[src/common/lec_defines.svh]
// Register indices, field positions, reset values and timing for the lookup engine
`ifndef LEC_DEFINES_SVH
`define LEC_DEFINES_SVH

// Register indices; byte address is four times the index
`define LEC_IDX_FLUSH_TRIG 10'h311
`define LEC_IDX_CTL_B 10'h312
`define LEC_IDX_AGE 10'h313
`define LEC_IDX_STATUS 10'h314
`define LEC_IDX_MASK 10'h315

// Flush trigger register fields
`define LEC_TRIG_TABLE 5
`define LEC_TRIG_MSTP 4

// Control B fields
`define LEC_CTL_RSVD 7
`define LEC_CTL_MC_TRAP 6
`define LEC_CTL_DYN_EVF 5
`define LEC_CTL_STA_EVF 4
`define LEC_CTL_SCOPE_HI 3
`define LEC_CTL_SCOPE_LO 2
`define LEC_CTL_PRIO_HI 1
`define LEC_CTL_PRIO_LO 0

// Status and mask fields
`define LEC_ST_LEARN_FAIL 2
`define LEC_ST_ALMOST_FULL 1
`define LEC_ST_WRITE_FAIL 0

// Reset values
`define LEC_RST_CTL_B 8'h00
`define LEC_RST_AGE 8'h4b
`define LEC_RST_STATUS 3'h0
`define LEC_RST_MASK 3'h7

// Timing: one aging second
`define LEC_SECOND_NS 1000000000
`define LEC_CLK_PERIOD_NS 20
`define LEC_CYCLES_PER_SECOND (`LEC_SECOND_NS / `LEC_CLK_PERIOD_NS)

`endif

[src/common/lec_pkg.sv]
// Types shared by the lookup engine control block
package lec_pkg;

	typedef enum logic [1:0] {
		LEC_SCOPE_NONE = 2'h0,
		LEC_SCOPE_DYNAMIC = 2'h1,
		LEC_SCOPE_STATIC = 2'h2,
		LEC_SCOPE_BOTH = 2'h3
	} lec_scope_type;

	typedef enum logic [1:0] {
		LEC_PRIO_DA = 2'h0,
		LEC_PRIO_SA = 2'h1,
		LEC_PRIO_HIGHER = 2'h2,
		LEC_PRIO_LOWER = 2'h3
	} lec_prio_sel_type;

	typedef enum logic [1:0] {
		LEC_FL_IDLE = 2'b01,
		LEC_FL_BUSY = 2'b10
	} lec_flush_state_type;

endpackage

[src/design/lec_fwd_resolve.sv]
// Forwarding port map and address priority resolution for one lookup
`timescale 1ns/1ps
module lec_fwd_resolve #(
	parameter int NUM_PORTS = 7,
	parameter int HOST_PORT = 6,
	parameter int PRIO_W = 3
) (
	// Clock and reset
	input wire logic pclk,
	input wire logic presetn,
	// Settings
	input wire logic mc_trap,
	input wire logic dyn_filter,
	input wire logic sta_filter,
	input wire lec_pkg::lec_prio_sel_type prio_sel,
	// Lookup result
	input wire logic lookup_valid,
	input wire logic hit_dynamic,
	input wire logic hit_static,
	input wire logic reserved_mcast,
	input wire logic double_tag_mode,
	input wire logic [NUM_PORTS-1:0] table_port_map,
	input wire logic [NUM_PORTS-1:0] vlan_port_map,
	input wire logic [PRIO_W-1:0] da_prio,
	input wire logic [PRIO_W-1:0] sa_prio,
	// Resolved result
	output logic fwd_valid_q,
	output logic [NUM_PORTS-1:0] fwd_port_map_q,
	output logic [PRIO_W-1:0] address_based_priority_q
);

	if (HOST_PORT < 0 || HOST_PORT >= NUM_PORTS) begin : g_chk_host
		$error("HOST_PORT out of range");
	end

	localparam logic [NUM_PORTS-1:0] HOST_MAP =
		NUM_PORTS'(1) << HOST_PORT;

	wire logic trap = mc_trap && double_tag_mode && reserved_mcast;
	wire logic filt = (hit_dynamic && dyn_filter) ||
		(hit_static && sta_filter);
	wire logic [NUM_PORTS-1:0] filtered = table_port_map & vlan_port_map;
	wire logic [NUM_PORTS-1:0] map_d = trap ? HOST_MAP :
		(filt ? filtered : table_port_map);
	wire logic da_higher = da_prio > sa_prio;
	logic [PRIO_W-1:0] prio_d;

	always_comb begin
		case (prio_sel)
			lec_pkg::LEC_PRIO_DA: prio_d = da_prio;
			lec_pkg::LEC_PRIO_SA: prio_d = sa_prio;
			lec_pkg::LEC_PRIO_HIGHER:
				prio_d = da_higher ? da_prio : sa_prio;
			lec_pkg::LEC_PRIO_LOWER:
				prio_d = da_higher ? sa_prio : da_prio;
			default: prio_d = da_prio;
		endcase
	end

	always_ff @(posedge pclk or negedge presetn) begin
		if (!presetn) begin
			fwd_valid_q <= 1'b0;
			fwd_port_map_q <= '0;
			address_based_priority_q <= '0;
		end else begin
			fwd_valid_q <= lookup_valid;
			if (lookup_valid) begin
				fwd_port_map_q <= map_d;
				address_based_priority_q <= prio_d;
			end
		end
	end

endmodule

[src/design/lec_ctrl_status.sv]
// Lookup engine control and status registers behind an APB slave
`timescale 1ns/1ps
`include "lec_defines.svh"

// How it works
// - Trap bit with double tagging sends reserved multicast to host port only.
// - Dynamic filter on: dynamic hit forwards to table map AND VLAN map.
// - Static filter on: static hit forwards to table map AND VLAN map.
// - Flush scope 01 dynamic only, 10 static only, 11 both.
// - Scope 00 means no flush, and also reports that a flush finished.
// - Scope governs both whole-table and spanning-tree matched-entry flushes.
// - Priority selector 00 uses DA lookup, 01 uses SA lookup.
// - Priority selector 10 uses the greater of DA and SA priority.
// - Priority selector 11 uses the smaller of DA and SA priority.
// - Aging time equals age period seconds times entry age count; resets 0x4b.
// - Learn failure latched when every bucket entry is static.
// - Almost full latched when static write lands in bucket with 2 or 3.
// - Write failure latched when static write finds bucket full.
// - Status bits reset zero, stay latched, cleared only by software write.
// - Summary output is OR of the three status bits.
// - Per-bit mask, one disables, zero enables; masks reset to one.
// - Table flush trigger bounded by scope, self-clears; scope 10 or 11 includes the static table.
module lec_ctrl_status #(
	parameter int NUM_PORTS = 7,
	parameter int HOST_PORT = 6,
	parameter int PRIO_W = 3,
	parameter int CYCLES_PER_SECOND = `LEC_CYCLES_PER_SECOND
) (
	// APB slave
	input wire logic pclk,
	input wire logic presetn,
	input wire logic psel,
	input wire logic penable,
	input wire logic pwrite,
	input wire logic [11:0] paddr,
	input wire logic [31:0] pwdata,
	input wire logic [3:0] pstrb,
	output logic [31:0] prdata,
	output logic pready,
	output logic pslverr,
	// Lookup result from the datapath
	input wire logic lookup_valid,
	input wire logic hit_dynamic,
	input wire logic hit_static,
	input wire logic reserved_mcast,
	input wire logic double_tag_mode,
	input wire logic [NUM_PORTS-1:0] table_port_map,
	input wire logic [NUM_PORTS-1:0] vlan_port_map,
	input wire logic [PRIO_W-1:0] da_prio,
	input wire logic [PRIO_W-1:0] sa_prio,
	// Resolved forwarding result
	output logic fwd_valid,
	output logic [NUM_PORTS-1:0] fwd_port_map,
	output logic [PRIO_W-1:0] address_based_priority,
	// Table events
	input wire logic learn_attempt,
	input wire logic bucket_all_static,
	input wire logic static_write,
	input wire logic [2:0] bucket_fill,
	// Flush engine
	output logic flush_table_start,
	output logic flush_mstp_start,
	output logic [1:0] flush_scope,
	input wire logic flush_done,
	// Aging
	output logic [7:0] age_period,
	output logic age_period_tick,
	// Status outputs
	output logic lookup_engine_summary,
	output logic lookup_engine_event_pending
);

	// Elaboration checks; the logic has no meaning outside these ranges
	if (CYCLES_PER_SECOND < 1) begin : g_chk_cps
		$error("CYCLES_PER_SECOND must be at least one");
	end
	if (NUM_PORTS < 1) begin : g_chk_ports
		$error("NUM_PORTS must be at least one");
	end
	if (HOST_PORT < 0 || HOST_PORT >= NUM_PORTS) begin : g_chk_host
		$error("HOST_PORT must name one of the ports");
	end
	if (PRIO_W < 1) begin : g_chk_prio
		$error("PRIO_W must be at least one");
	end

	localparam int SEC_W = $clog2(CYCLES_PER_SECOND + 1);

	function automatic logic idx_hit(input logic [11:0] a,
		input logic [9:0] idx);
		idx_hit = (a[11:2] == idx) && (a[1:0] == 2'h0);
	endfunction

	// Bus decode
	wire logic setup = psel && !penable;
	wire logic wr_acc = psel && penable && pwrite && pstrb[0];
	wire logic [7:0] wbyte = pwdata[7:0];
	wire logic sel_trig = idx_hit(paddr, `LEC_IDX_FLUSH_TRIG);
	wire logic sel_ctl = idx_hit(paddr, `LEC_IDX_CTL_B);
	wire logic sel_age = idx_hit(paddr, `LEC_IDX_AGE);
	wire logic sel_st = idx_hit(paddr, `LEC_IDX_STATUS);
	wire logic sel_mask = idx_hit(paddr, `LEC_IDX_MASK);
	wire logic mapped = sel_trig || sel_ctl || sel_age || sel_st || sel_mask;
	wire logic wr_trig = wr_acc && sel_trig;
	wire logic wr_ctl = wr_acc && sel_ctl;
	wire logic wr_age = wr_acc && sel_age;
	wire logic wr_st = wr_acc && sel_st;
	wire logic wr_mask = wr_acc && sel_mask;

	// Registers
	logic [7:0] ctl_q;
	logic [7:0] age_q;
	logic [2:0] status_q;
	logic [2:0] mask_q;
	logic [1:0] trig_q;
	logic [31:0] rdata_q;
	logic err_q;
	logic [SEC_W-1:0] sec_cnt_q;
	logic [7:0] sec_in_period_q;
	logic tick_q;
	lec_pkg::lec_flush_state_type fl_state_q;
	lec_pkg::lec_flush_state_type fl_state_d;

	wire logic [1:0] scope = ctl_q[`LEC_CTL_SCOPE_HI:`LEC_CTL_SCOPE_LO];
	wire logic scope_none = (scope == lec_pkg::LEC_SCOPE_NONE);

	// Control fields as named wires for the datapath
	wire logic mc_trap_en = ctl_q[`LEC_CTL_MC_TRAP];
	wire logic dyn_filter_en = ctl_q[`LEC_CTL_DYN_EVF];
	wire logic sta_filter_en = ctl_q[`LEC_CTL_STA_EVF];
	wire lec_pkg::lec_prio_sel_type prio_sel = lec_pkg::lec_prio_sel_type'(
		ctl_q[`LEC_CTL_PRIO_HI:`LEC_CTL_PRIO_LO]);

	// Table events
	wire logic [2:0] evt;
	assign evt[`LEC_ST_LEARN_FAIL] = learn_attempt &&
		bucket_all_static;
	assign evt[`LEC_ST_ALMOST_FULL] = static_write &&
		(bucket_fill == 3'h2 || bucket_fill == 3'h3);
	assign evt[`LEC_ST_WRITE_FAIL] = static_write &&
		(bucket_fill >= 3'h4);

	genvar gi;
	generate
		for (gi = 0; gi < 3; gi++) begin : g_status
			always_ff @(posedge pclk or negedge presetn) begin
				if (!presetn)
					status_q[gi] <= 1'b0;
				else if (evt[gi])
					status_q[gi] <= 1'b1;
				else if (wr_st && wbyte[gi])
					status_q[gi] <= 1'b0;
			end
		end
	endgenerate

	// Flush sequencing; a trigger with no scope is ignored and starts no flush
	wire logic wr_table = wr_trig && wbyte[`LEC_TRIG_TABLE];
	wire logic wr_mstp = wr_trig && wbyte[`LEC_TRIG_MSTP];
	wire logic fl_idle = (fl_state_q == lec_pkg::LEC_FL_IDLE);
	wire logic fl_start = fl_idle && (wr_table || wr_mstp) &&
		!scope_none;
	wire logic fl_end = !fl_idle && flush_done;

	always_comb begin
		case (fl_state_q)
			lec_pkg::LEC_FL_IDLE:
				fl_state_d = fl_start ? lec_pkg::LEC_FL_BUSY : fl_state_q;
			lec_pkg::LEC_FL_BUSY:
				fl_state_d = flush_done ? lec_pkg::LEC_FL_IDLE : fl_state_q;
			default: fl_state_d = lec_pkg::LEC_FL_IDLE;
		endcase
	end

	always_ff @(posedge pclk or negedge presetn) begin
		if (!presetn)
			fl_state_q <= lec_pkg::LEC_FL_IDLE;
		else
			fl_state_q <= fl_state_d;
	end

	// Trigger bits read one while their flush runs, then clear themselves
	always_ff @(posedge pclk or negedge presetn) begin
		if (!presetn)
			trig_q <= 2'h0;
		else if (fl_start)
			trig_q <= {wr_table, wr_mstp};
		else if (fl_end)
			trig_q <= 2'h0;
	end

	// Control B; scope returns to 00 when the flush is done
	always_ff @(posedge pclk or negedge presetn) begin
		if (!presetn)
			ctl_q <= `LEC_RST_CTL_B;
		else if (wr_ctl)
			ctl_q <= wbyte;
		else if (fl_end)
			ctl_q[`LEC_CTL_SCOPE_HI:`LEC_CTL_SCOPE_LO] <=
				lec_pkg::LEC_SCOPE_NONE;
	end

	always_ff @(posedge pclk or negedge presetn) begin
		if (!presetn)
			age_q <= `LEC_RST_AGE;
		else if (wr_age)
			age_q <= wbyte;
	end

	always_ff @(posedge pclk or negedge presetn) begin
		if (!presetn)
			mask_q <= `LEC_RST_MASK;
		else if (wr_mask)
			mask_q <= wbyte[2:0];
	end

	// Aging: one tick per age period; the datapath steps age counts on it
	wire logic sec_wrap = (sec_cnt_q == SEC_W'(CYCLES_PER_SECOND - 1));
	wire logic period_wrap = sec_wrap && (age_q != 8'h00) &&
		(sec_in_period_q >= age_q - 8'h01);

	always_ff @(posedge pclk or negedge presetn) begin
		if (!presetn)
			sec_cnt_q <= '0;
		else
			sec_cnt_q <= sec_wrap ? '0 : sec_cnt_q + SEC_W'(1);
	end

	always_ff @(posedge pclk or negedge presetn) begin
		if (!presetn) begin
			sec_in_period_q <= 8'h00;
			tick_q <= 1'b0;
		end else begin
			if (period_wrap)
				sec_in_period_q <= 8'h00;
			else if (sec_wrap)
				sec_in_period_q <= sec_in_period_q + 8'h01;
			tick_q <= period_wrap;
		end
	end

	// Read data captured in setup, so every access answers in one phase
	wire logic [31:0] rd_trig = {26'h0, trig_q, 4'h0};
	wire logic [31:0] rd_ctl = {24'h0, ctl_q};
	wire logic [31:0] rd_age = {24'h0, age_q};
	wire logic [31:0] rd_st = {29'h0, status_q};
	wire logic [31:0] rd_mask = {29'h0, mask_q};
	wire logic [31:0] rd_mux = sel_trig ? rd_trig :
		sel_ctl ? rd_ctl :
		sel_age ? rd_age :
		sel_st ? rd_st :
		sel_mask ? rd_mask : 32'h0;

	always_ff @(posedge pclk or negedge presetn) begin
		if (!presetn) begin
			rdata_q <= 32'h0;
			err_q <= 1'b0;
		end else if (setup) begin
			rdata_q <= pwrite ? 32'h0 : rd_mux;
			err_q <= !mapped;
		end
	end

	assign prdata = rdata_q;
	assign pready = psel && penable;
	assign pslverr = psel && penable && err_q;

	// Datapath results
	lec_fwd_resolve #(
		.NUM_PORTS(NUM_PORTS),
		.HOST_PORT(HOST_PORT),
		.PRIO_W(PRIO_W)
	) u_resolve (
		.pclk(pclk),
		.presetn(presetn),
		.mc_trap(mc_trap_en),
		.dyn_filter(dyn_filter_en),
		.sta_filter(sta_filter_en),
		.prio_sel(prio_sel),
		.lookup_valid(lookup_valid),
		.hit_dynamic(hit_dynamic),
		.hit_static(hit_static),
		.reserved_mcast(reserved_mcast),
		.double_tag_mode(double_tag_mode),
		.table_port_map(table_port_map),
		.vlan_port_map(vlan_port_map),
		.da_prio(da_prio),
		.sa_prio(sa_prio),
		.fwd_valid_q(fwd_valid),
		.fwd_port_map_q(fwd_port_map),
		.address_based_priority_q(address_based_priority)
	);

	assign flush_table_start = fl_start && wr_table;
	assign flush_mstp_start = fl_start && wr_mstp;
	assign flush_scope = scope;
	assign age_period = age_q;
	assign age_period_tick = tick_q;
	assign lookup_engine_summary = |status_q;
	// Mask gates only the pending output; status still latches
	assign lookup_engine_event_pending = |(status_q & ~mask_q);

endmodule

[config.mk]
export PLATFORM = sky130hd
export DESIGN_NAME = lec_ctrl_status
export DESIGN_NICKNAME = d
export VERILOG_FILES = /design/src/common/lec_pkg.sv /design/src/design/lec_fwd_resolve.sv /design/src/design/lec_ctrl_status.sv
export VERILOG_INCLUDE_DIRS = /design/src /design/src/common
export SDC_FILE = /design/constraint.sdc
export NUM_CORES = 1
export LEC_CHECK = 0
export BUFFER_PORTS_ARGS = -buffer_cell sky130_fd_sc_hd__buf_2
export CORE_ASPECT_RATIO = 0.5
export CORE_MARGIN = 2
export CORE_UTILIZATION = 37
export DETAILED_ROUTE_END_ITERATION = 8
export PLACE_DENSITY_LB_ADDON = 0.25
export SYNTH_ARGS = -nofsm -noshare
export SYNTH_HDL_FRONTEND = slang
export SYNTH_HIERARCHICAL = 1
export SYNTH_SLANG_ARGS = --single-unit
[constraint.sdc]
create_clock -name pclk -period 6.24 [get_ports pclk]
set_input_delay 0.936 -clock pclk [delete_from_list [all_inputs] [get_ports pclk]]
set_output_delay 0.936 -clock pclk [all_outputs]
set_load 0.05 [all_outputs]
==> out/metrics.yaml, run 1 <==
synth:
  synth_mux_area_share_pct: 5.32
  syn_area_um2: 4580
  yosys.area_share.xor_xnor_pct: 5.92
  async_flop_share_pct: 100
  yosys.area_share.adder_pct: 4.10
  synth_top_family_by_area: "simple AND/OR/NAND/NOR gates"
  synth_warnings: 6
  synth_cell_type_count: 64
  synth.avg_cell_area_um2: 10.0
  synth_cells: 457
  synth_edf_count: 0
  yosys.area_share.simple_pct: 21.6
  synth_compound_area_share_pct: 12.1
  ys.flop_type: "dfrtp_1"
  seq_area_frac_synth_pct: 44.4
  ys_seq_elements: 81
placed_design:
  gp_congestion: 0.815
  portBuffers: 92
  pre_cts_ws_ps: 2720
  dp.cells: 703
  dp_hpwl_um: 7430
worst_setup_path:
  cp.buffers_inverters: 2
  crit_path_start_kind: "primary input"
  crit_chain: "buf_2 -> and4bb_1 -> nand4_2 -> or3_1 -> nor3_1 -> and2_1 -> buf_2"
  cp_data_required_time_ps: 5300
  crit_fanout: 10
  endpoint_kind: "output port"
  cp_slowest_cell: "or3_1"
  arrival_ps: 2600
  slowest_delay_ps: 390
  cp_top_family: "simple AND/OR/NAND/NOR gates"
  path_common_cell: "buf_2"
  critPathKind: "primary input to output port"
clock_tree:
  cts_tree: "done"
  post_cts_buffers: 0
  clockRootBuffer: "clkbuf_16"
  h-tree-depth: 3
  worstSkewPairLatency_ps: 340
  hold_buffers: 0
  cts.repair.resized: 0
  cts.clk_slew.worst_paths_ps: 60
  cts.sinks: 81
  numCtsBuffers: 9
  clock_tree.buffer_depth: 2
power:
  p_leak_nw: 2.62
  ir_worst_vdd_mv: 0.0975
  p_per_area_nw_per_um2: 213
sta:
  relSlewSlack_pct: 31.9
  max_freq_mhz: 283
  timing.final.ws_setup_ps: 2710
  fin_worst_hold_slack_ps: 471
  rsz0062_at_grt: "false"
  fin_crit_ps: 3530
  hold_viol: 0
  tns_ps: 0
  worst_pin_slew_ps: 1020
  fin_crit_sh_pct: 56.6
  maxSlewViolCount: 0
  finalSetupViolCount: 0
  finClkSkew_ps: 6.89
layout:
  fin_nets: 649
  areaGrowthSynthToFinish_pct: 17.1
  fillers: 1156
  drive_gt1_share_pct: 25.5
  final_util_pct: 44.9
  stdcell_count: 719
  antenna_cells: 0
die:
  die_area_um2: 13300
  die_x_um: 161
  initial_utilization_pct: 38.4
  core-area_um2: 11900
  die_h_um: 82.7
  rows: 28
  ios: 145
route:
  wire_per_inst_um: 13.8
  ant_nets: 0
  drc_errors: 0
  wl_um: 9950
  firstDrtPassIters: 5
  viasPerCell: 4.92
  drt_iter0_drc: 180
  vias: 3537
status:
  status: "finished clean"
grt:
  grt_max_degree: 82
  grt_antenna_before_repair: 0
  grt_overflow: 0
  grt_use_total_pct: 15.4
  grt_pass1_vias: 3243
  grt_pass1_wl_um: 15900
run:
  maxCapViolations: 0
min_path:
  hold_class: "register to register"
registers in the layout, indices dropped and copies added (netlist names):
register / count
sec_cnt_q: 26
age_period: 8
ctl_q: 8
prdata: 8
sec_in_period_q: 8
u_resolve/fwd_port_map_q: 7
mask_q: 3
rd_st: 3
u_resolve/address_based_priority_q: 3
fl_state_q: 2
trig_q: 2
age_period_tick: 1
err_q: 1
u_resolve/fwd_valid_q: 1
where the power goes:
group	leakage (nW)	switching [W]	total (W)	internal, W
clock network	0.122	0.000210	0.000478	0.000268
logic	1.45	0.0000982	0.000131	0.0000326
registers	1.05	0.00000348	0.000536	0.000532
total	2.62	0.000311	0.00114	0.000833
cells in the final DEF, fill, tap and decap left out, types with 7 or more instances in the layout:
cell       synthesis  final
nand4_1            8      8
dfrtp_1           73     73
o21ai_0           15     15
inv_1             14     14
o2bb2ai_1          7      7
nor2_1            40     40
dfstp_2            8      8
mux2_1             7      7
a21oi_1           11     11
xor2_1            18     18
nor3_1            10     10
o31ai_1            8      8
buf_2              3     91
mux2_2            12     12
ha_1              15     15
conb_1             1     24
nand2_1           39     39
xnor2_1           13     13
clkbuf_16          0      9
nand3_1           28     28
metrics by stage:
step	cell area (um^2)	power [W]
floorplan	4670	0.000643
global placement	5100	0.000676
detailed placement	5100	0.000677
CTS	5370	0.00116
global route	5370	0.00119
finish	5370	0.00114
worst min-delay path, delay by kind of cell (launching register included):
family	cells	cell delay [ps]
DFF	1	340
and+or+nand+nor	1	50
AOI/OAI and AO/OA	1	50
layout make-up:
| class | instances | area, um^2 | area share [%] |
|---|---|---|---|
| clock buffers | 11 | 233 | 4.34 |
| flip-flops and latches | 81 | 2040 | 37.9 |
| multi-input cells | 350 | 2340 | 43.6 |
| clock inverters | 5 | 32.5 | 0.606 |
| inverters | 15 | 56.3 | 1.05 |
| well taps | 165 | 206 | 3.85 |
| repair buffers | 92 | 463 | 8.62 |
worst paths after layout:
| check | from | to | slack, ps | cells after the start |
|---|---|---|---|---|
| max in group asynchronous | presetn | ctl_q[3] | 4810 | 1 |
| hold / removal | prdata[5] | prdata[5] | 470 | 2 |
| setup reg to reg | age_period[0] | sec_in_period_q[6] | 3540 | 10 |
| setup / recovery | paddr[8] | flush_mstp_start | 2710 | 7 |
| min in group asynchronous | presetn | sec_cnt_q[21] | 750 | 1 |
| hold reg to reg | prdata[5] | prdata[5] | 470 | 2 |
synth_stat cells (3+ instances only):
master	count	area, um^2
nor3_2	3	30.0
clkbuf_1	4	15.0
a211o_1	4	35.0
o21ai_1	4	20.0
nand2_1	39	146
buf_2	3	15.0
nand2b_1	6	37.5
a221oi_1	3	26.3
nand3_1	28	140
o21a_1	3	22.5
xor2_1	18	158
and2_1	6	37.5
buf_4	26	195
mux2_1	7	78.8
a22oi_1	5	37.5
nor3_1	10	50.1
o2bb2ai_1	7	61.3
mux2_2	12	135
o21ai_0	15	75.1
a21oi_1	11	55.1
and3_1	6	37.5
nor2b_1	6	37.5
dfrtp_1	73	1830
nand4_1	8	50.1
inv_1	14	52.6
o31ai_1	8	60.1
dfstp_2	8	210
mux2i_1	3	30.0
nor2_1	40	150
xnor2_1	13	114
ha_1	15	188
or3_1	5	31.3
nor4_1	4	25.0
cell families after synthesis:
group	count (synthesis)
other cells	1
compound gates	77
buf+inv	49
fa+ha+maj	15
xor+xnor	31
mux	22
flops	81
simple gates	181
per-layer routing:
metal | vias up | track usage, % | routed length (um)
met4 | 0 | 5.18 | 103
met1 | 1675 | 20.2 | 4770
met2 | 82 | 25.0 | 4600
met3 | 10 | 4.40 | 470
met5 | - | 0 | 0
li1 | 1770 | - | -
Note: power is estimated with default switching activity, not from simulation.
==> run 2, diff against run 1 <==
==> constraint.sdc (replaced) <==
create_clock -name pclk -period 3.25 [get_ports pclk]
set_input_delay 0.4875 -clock pclk [delete_from_list [all_inputs] [get_ports pclk]]
set_output_delay 0.4875 -clock pclk [all_outputs]
set_load 0.05 [all_outputs]
==> run 2 against run 1 <==
  * Register-to-register slack got worse by 3000 ps
  * Final area rose by 1.2%
  * Utilization rose by 0.53 points
  * Total power rose by 110%
  * Sequential power rose by 92%
  * Clock-buffer cell count did not move
  * Cell count rose by 0.14%
  * Die area did not move
==> out/metrics.yaml, run 2 (synthesis results as in run 1) <==
status:
  status: "finished clean"
placed_design:
  dpl_cell_area_um2: 5110
  portBuffers: 92
  dp_hpwl_um: 7440
  pre_cts_ws_ps: 547
  gp_congestion: 0.829
worst_setup_path:
  critPathKind: "register to register"
  path_common_cell: "ha_1"
  cp_top_family: "simple AND/OR/NAND/NOR gates"
  cp.buffers_inverters: 1
  endpoint_kind: "register"
  crit_chain: "inv_1 -> ha_1 -> nand2_1 -> or3_1 -> xor2_1 -> ha_1 -> o21a_1 -> o21ai_0 -> nor4_2 -> o21ba_1"
  arrival_ps: 2900
  crit_path_start_kind: "register"
  crit_fanout: 6
  cp_slowest_cell: "nor4_2"
  cp_data_required_time_ps: 3470
  slowest_delay_ps: 570
sta:
  timing.final.ws_setup_ps: 576
  fin_crit_ps: 2670
  relSlewSlack_pct: 31.6
  hold_viol: 0
  finalSetupViolCount: 0
  maxSlewViolCount: 0
  worst_pin_slew_ps: 1030
  rsz0062_at_grt: "false"
  tns_ps: 0
  finClkSkew_ps: 8.83
  fin_worst_hold_slack_ps: 310
  max_freq_mhz: 374
  fin_crit_sh_pct: 82.3
layout:
  drive_gt1_share_pct: 25.8
  final_cell_mix: "91 x buf_2, 73 x dfrtp_1, 40 x nor2_1"
  areaGrowthSynthToFinish_pct: 18.5
  finalInstanceArea_um2: 5430
  fillers: 1170
  fin_nets: 650
  layout_commonest_cell: "buf_2"
  largest_reg_flops: 26
  top_register: "sec_cnt_q"
  antenna_cells: 0
clock_tree:
  worstSkewPairLatency_ps: 340
  hold_buffers: 0
  post_cts_buffers: 0
  cts_tree: "done"
  cts.repair.resized: 0
  cts.sinks: 81
  clock_tree.buffer_depth: 2
  cts.clk_slew.worst_paths_ps: 60
  numCtsBuffers: 9
  h-tree-depth: 3
  clockRootBuffer: "clkbuf_16"
die:
  ios: 145
  die_h_um: 82.7
  rows: 28
  die_area_um2: 13300
  core-area_um2: 11900
  die_x_um: 161
  initial_utilization_pct: 38.4
route:
  drc_errors: 0
  wl_um: 10000
  ant_nets: 0
  drt_iter0_drc: 155
  vias: 3538
  wire_per_inst_um: 13.9
  firstDrtPassIters: 5
  viasPerCell: 4.91
power:
  fin_total_pwr_w: 0.00238
  ir_worst_vdd_mv: 0.197
  p_leak_nw: 2.67
  p_per_area_nw_per_um2: 438
grt:
  grt_max_degree: 82
  grt_pass1_vias: 3154
  grt_overflow: 0
  grt_pass1_wl_um: 16000
  grt_use_total_pct: 15.4
  grt_antenna_before_repair: 0
min_path:
  hold_class: "primary input to async pin"
run:
  maxCapViolations: 0
[run 2: changes by cell type in the layout (fill, tap and decap cells not counted), sizes merged]
cell	change
clkinvlp	-3
bufinv	+2
buf	+1
clkinv	+1
[run 2: path summary, 6_finish.rpt]
kind                                 from                           to  slack [ps]  depth (start not counted)
max                         age_period[0]           sec_in_period_q[5]         580                         10
min                               presetn                sec_cnt_q[21]         310                          1
max reg2reg                 age_period[0]           sec_in_period_q[5]         580                         10
min reg2reg                     prdata[5]                    prdata[5]         470                          2
max in group asynchronous         presetn  u_resolve/fwd_port_map_q[4]        2270                          1
min in group pclk          bucket_fill[2]                     rd_st[1]         340                          2
[run 2: cell type report]
cell class,count,area [um^2],area share (%)
Clock buffer,11,243,4.47
Clock inverter,5,78.8,1.45
Multi-Input combinational cell,350,2340,43.1
Tap cell,165,206,3.80
Sequential cell,81,2040,37.5
Inverter,15,56.3,1.04
Timing Repair Buffer,93,470,8.66
[run 2: routing by layer]
| metal | global-route usage (%) | part of all wire, % |
|---|---|---|
| met5 | 0 | 0 |
| met4 | 5.89 | 1.2 |
| met3 | 3.90 | 3.9 |
| met2 | 24.5 | 46 |
| met1 | 20.6 | 49 |
[run 2: per-stage QoR]
stage	utilization, %	std cells
2_1_floorplan	-	480
4_1_cts	45.5	720
6_report	45.5	720
3_5_place_dp	42.8	704
3_3_place_gp	42.8	704
5_1_grt	45.5	720
[run 2: report_power, final]
part	total, W	internal, W	leakage [nW]	switching (W)
logic	0.000252	0.0000626	1.46	0.000189
clock network	0.00110	0.000693	0.159	0.000406
registers	0.00103	0.00102	1.05	0.00000678
==> run 3, diff against run 2 <==
==> constraint.sdc (replaced) <==
create_clock -name pclk -period 2.7 [get_ports pclk]
set_input_delay 0.405 -clock pclk [delete_from_list [all_inputs] [get_ports pclk]]
set_output_delay 0.405 -clock pclk [all_outputs]
set_load 0.05 [all_outputs]
==> run 3 against run 2 <==
  * Highest routed layer unchanged
  * Sequential power grew 20%
  * Die area stayed put
  * Utilization rose by 0.41 points
  * Setup slack got worse by 410 ps
  * Clock skew decreased by 1.6 ps
  * Critical path depth unchanged
  * Critical endpoint unchanged
  * First-iteration DRC count decreased by 3.9%
  * Worst hold slack got worse by 230 ps
  * Flip-flop and latch count is the same
  * Clock power rose by 11%
==> out/metrics.yaml, run 3 (synthesis results as in run 1) <==
clock_tree:
  hold_buffers: 0
  cts.clk_slew.worst_paths_ps: 60
  clock_tree.buffer_depth: 2
  cts_tree: "done"
  numCtsBuffers: 9
  worstSkewPairLatency_ps: 340
  post_cts_buffers: 0
  cts.repair.resized: 0
  cts.sinks: 81
  clockRootBuffer: "clkbuf_16"
  h-tree-depth: 3
route:
  drt_iter0_drc: 149
  firstDrtPassIters: 4
  wire_per_inst_um: 14.2
  ant_nets: 0
  vias: 3600
  drc_errors: 0
  viasPerCell: 4.94
  wl_um: 10300
worst_setup_path:
  cp.buffers_inverters: 1
  endpoint_kind: "register"
  r2r-end: "sec_in_period_q[5]"
  critPathKind: "register to register"
  cp_slowest_cell: "dfrtp_1"
  cp-startpoint: "age_period[2]"
  crit_fanout: 6
  slowest_delay_ps: 470
  crit_path_start_kind: "register"
  cp_top_family: "simple AND/OR/NAND/NOR gates"
  arrival_ps: 2810
  reg2reg_from: "age_period[2]"
  reg2reg_slack_ps: 160
  cp_data_required_time_ps: 2970
  crit_chain: "nor2_1 -> nand2_1 -> or3_1 -> xor2_1 -> ha_1 -> o21a_1 -> o21ai_0 -> nor4_2 -> buf_4 -> o21ba_1"
  worst_r2r_path_depth: 10
layout:
  antenna_cells: 0
  layout_commonest_cell: "buf_2"
  areaGrowthSynthToFinish_pct: 19.6
  largest_reg_flops: 26
  final_cell_mix: "91 x buf_2, 73 x dfrtp_1, 40 x nor2_1"
  stdcell_count: 729
  fin_nets: 659
  drive_gt1_share_pct: 27.1
  top_register: "sec_cnt_q"
sta:
  relSlewSlack_pct: 50.1
  rsz0062_at_grt: "false"
  max_freq_mhz: 394
  tns_ps: 0
  worst_pin_slew_ps: 749
  maxSlewViolCount: 0
  finClkSkew_ps: 7.18
  hold_viol: 0
  fin_crit_ps: 2540
  fin_crit_sh_pct: 93.9
  finalSetupViolCount: 0
status:
  status: "finished clean"
placed_design:
  dp.cells: 713
  gp_congestion: 0.832
  dp_hpwl_um: 7790
  portBuffers: 92
grt:
  grt_pass1_wl_um: 16400
  grt_max_degree: 51
  grt_overflow: 0
  grt_pass1_vias: 3342
  grt_antenna_before_repair: 0
  grt_use_total_pct: 15.9
die:
  core-area_um2: 11900
  die_x_um: 161
  die_area_um2: 13300
  die_h_um: 82.7
  ios: 145
  rows: 28
  initial_utilization_pct: 38.4
min_path:
  hold_class: "primary input to async pin"
run:
  maxCapViolations: 0
power:
  p_leak_nw: 2.69
  p_per_area_nw_per_um2: 506
  ir_worst_vdd_mv: 0.240
  fin_total_pwr_w: 0.00277
-- run 3: how the worst max path moves through the flow --
| stage | endpoint | slack (ps) | cells past startpoint |
|---|---|---|---|
| 3_3_place_gp | sec_in_period_q[6] | 220 | 10 |
| 3_5_place_dp | sec_in_period_q[5] | 150 | 10 |
| 5_1_grt | sec_in_period_q[0] | 10 | 9 |
| 6_report | sec_in_period_q[5] | 160 | 10 |
| 4_1_cts | sec_in_period_q[5] | 120 | 10 |
| 2_1_floorplan | sec_in_period_q[6] | 120 | 9 |
-- run 3: routing by layer --
layer	global-route usage, %	wire (um)	vias up
li1	-	-	1789
met4	4.73	165	0
met2	27.2	4770	91
met5	0	0	-
met1	19.8	4850	1708
met3	4.55	547	12
-- run 3: worst register-to-register path: cells and delay by family, from the launching register on --
family | cells | cell delay, ps
buffers and inverters | 1 | 170
and+or+nand+nor | 4 | 790
DFF | 1 | 470
AOI/OAI and AO/OA | 3 | 630
adders and majority gates | 1 | 270
xor gates and xnor gates | 1 | 150
-- run 3: report_power, final --
| group | internal (W) | switching [W] | total, W |
|---|---|---|---|
| logic | 0.0000797 | 0.000229 | 0.000309 |
| clock network | 0.000738 | 0.000485 | 0.00122 |
| registers | 0.00123 | 0.00000790 | 0.00124 |
| total | 0.00205 | 0.000722 | 0.00277 |
-- run 3: stage by stage --
step | hold slack, ps | worst slack, ps | cell area [um^2] | util, %
2_1_floorplan | 109 | 124 | 4670 | -
3_3_place_gp | 456 | 217 | 5180 | 43.3
3_5_place_dp | 464 | 151 | 5180 | 43.3
4_1_cts | 118 | 125 | 5480 | 45.8
5_1_grt | 145 | 13.4 | 5480 | 45.9
6_report | 77.6 | 164 | 5480 | 45.9
-- run 3: final cells by class --
cell class                 count  area (um^2)
multi-input combinational    350         2340
fill                        1183         6470
sequential                    81         2040
clock buffer                  11          243
inverter                      15         56.3
tap                          165          206
clock inverter                 5         55.1
timing repair buffer         102          538
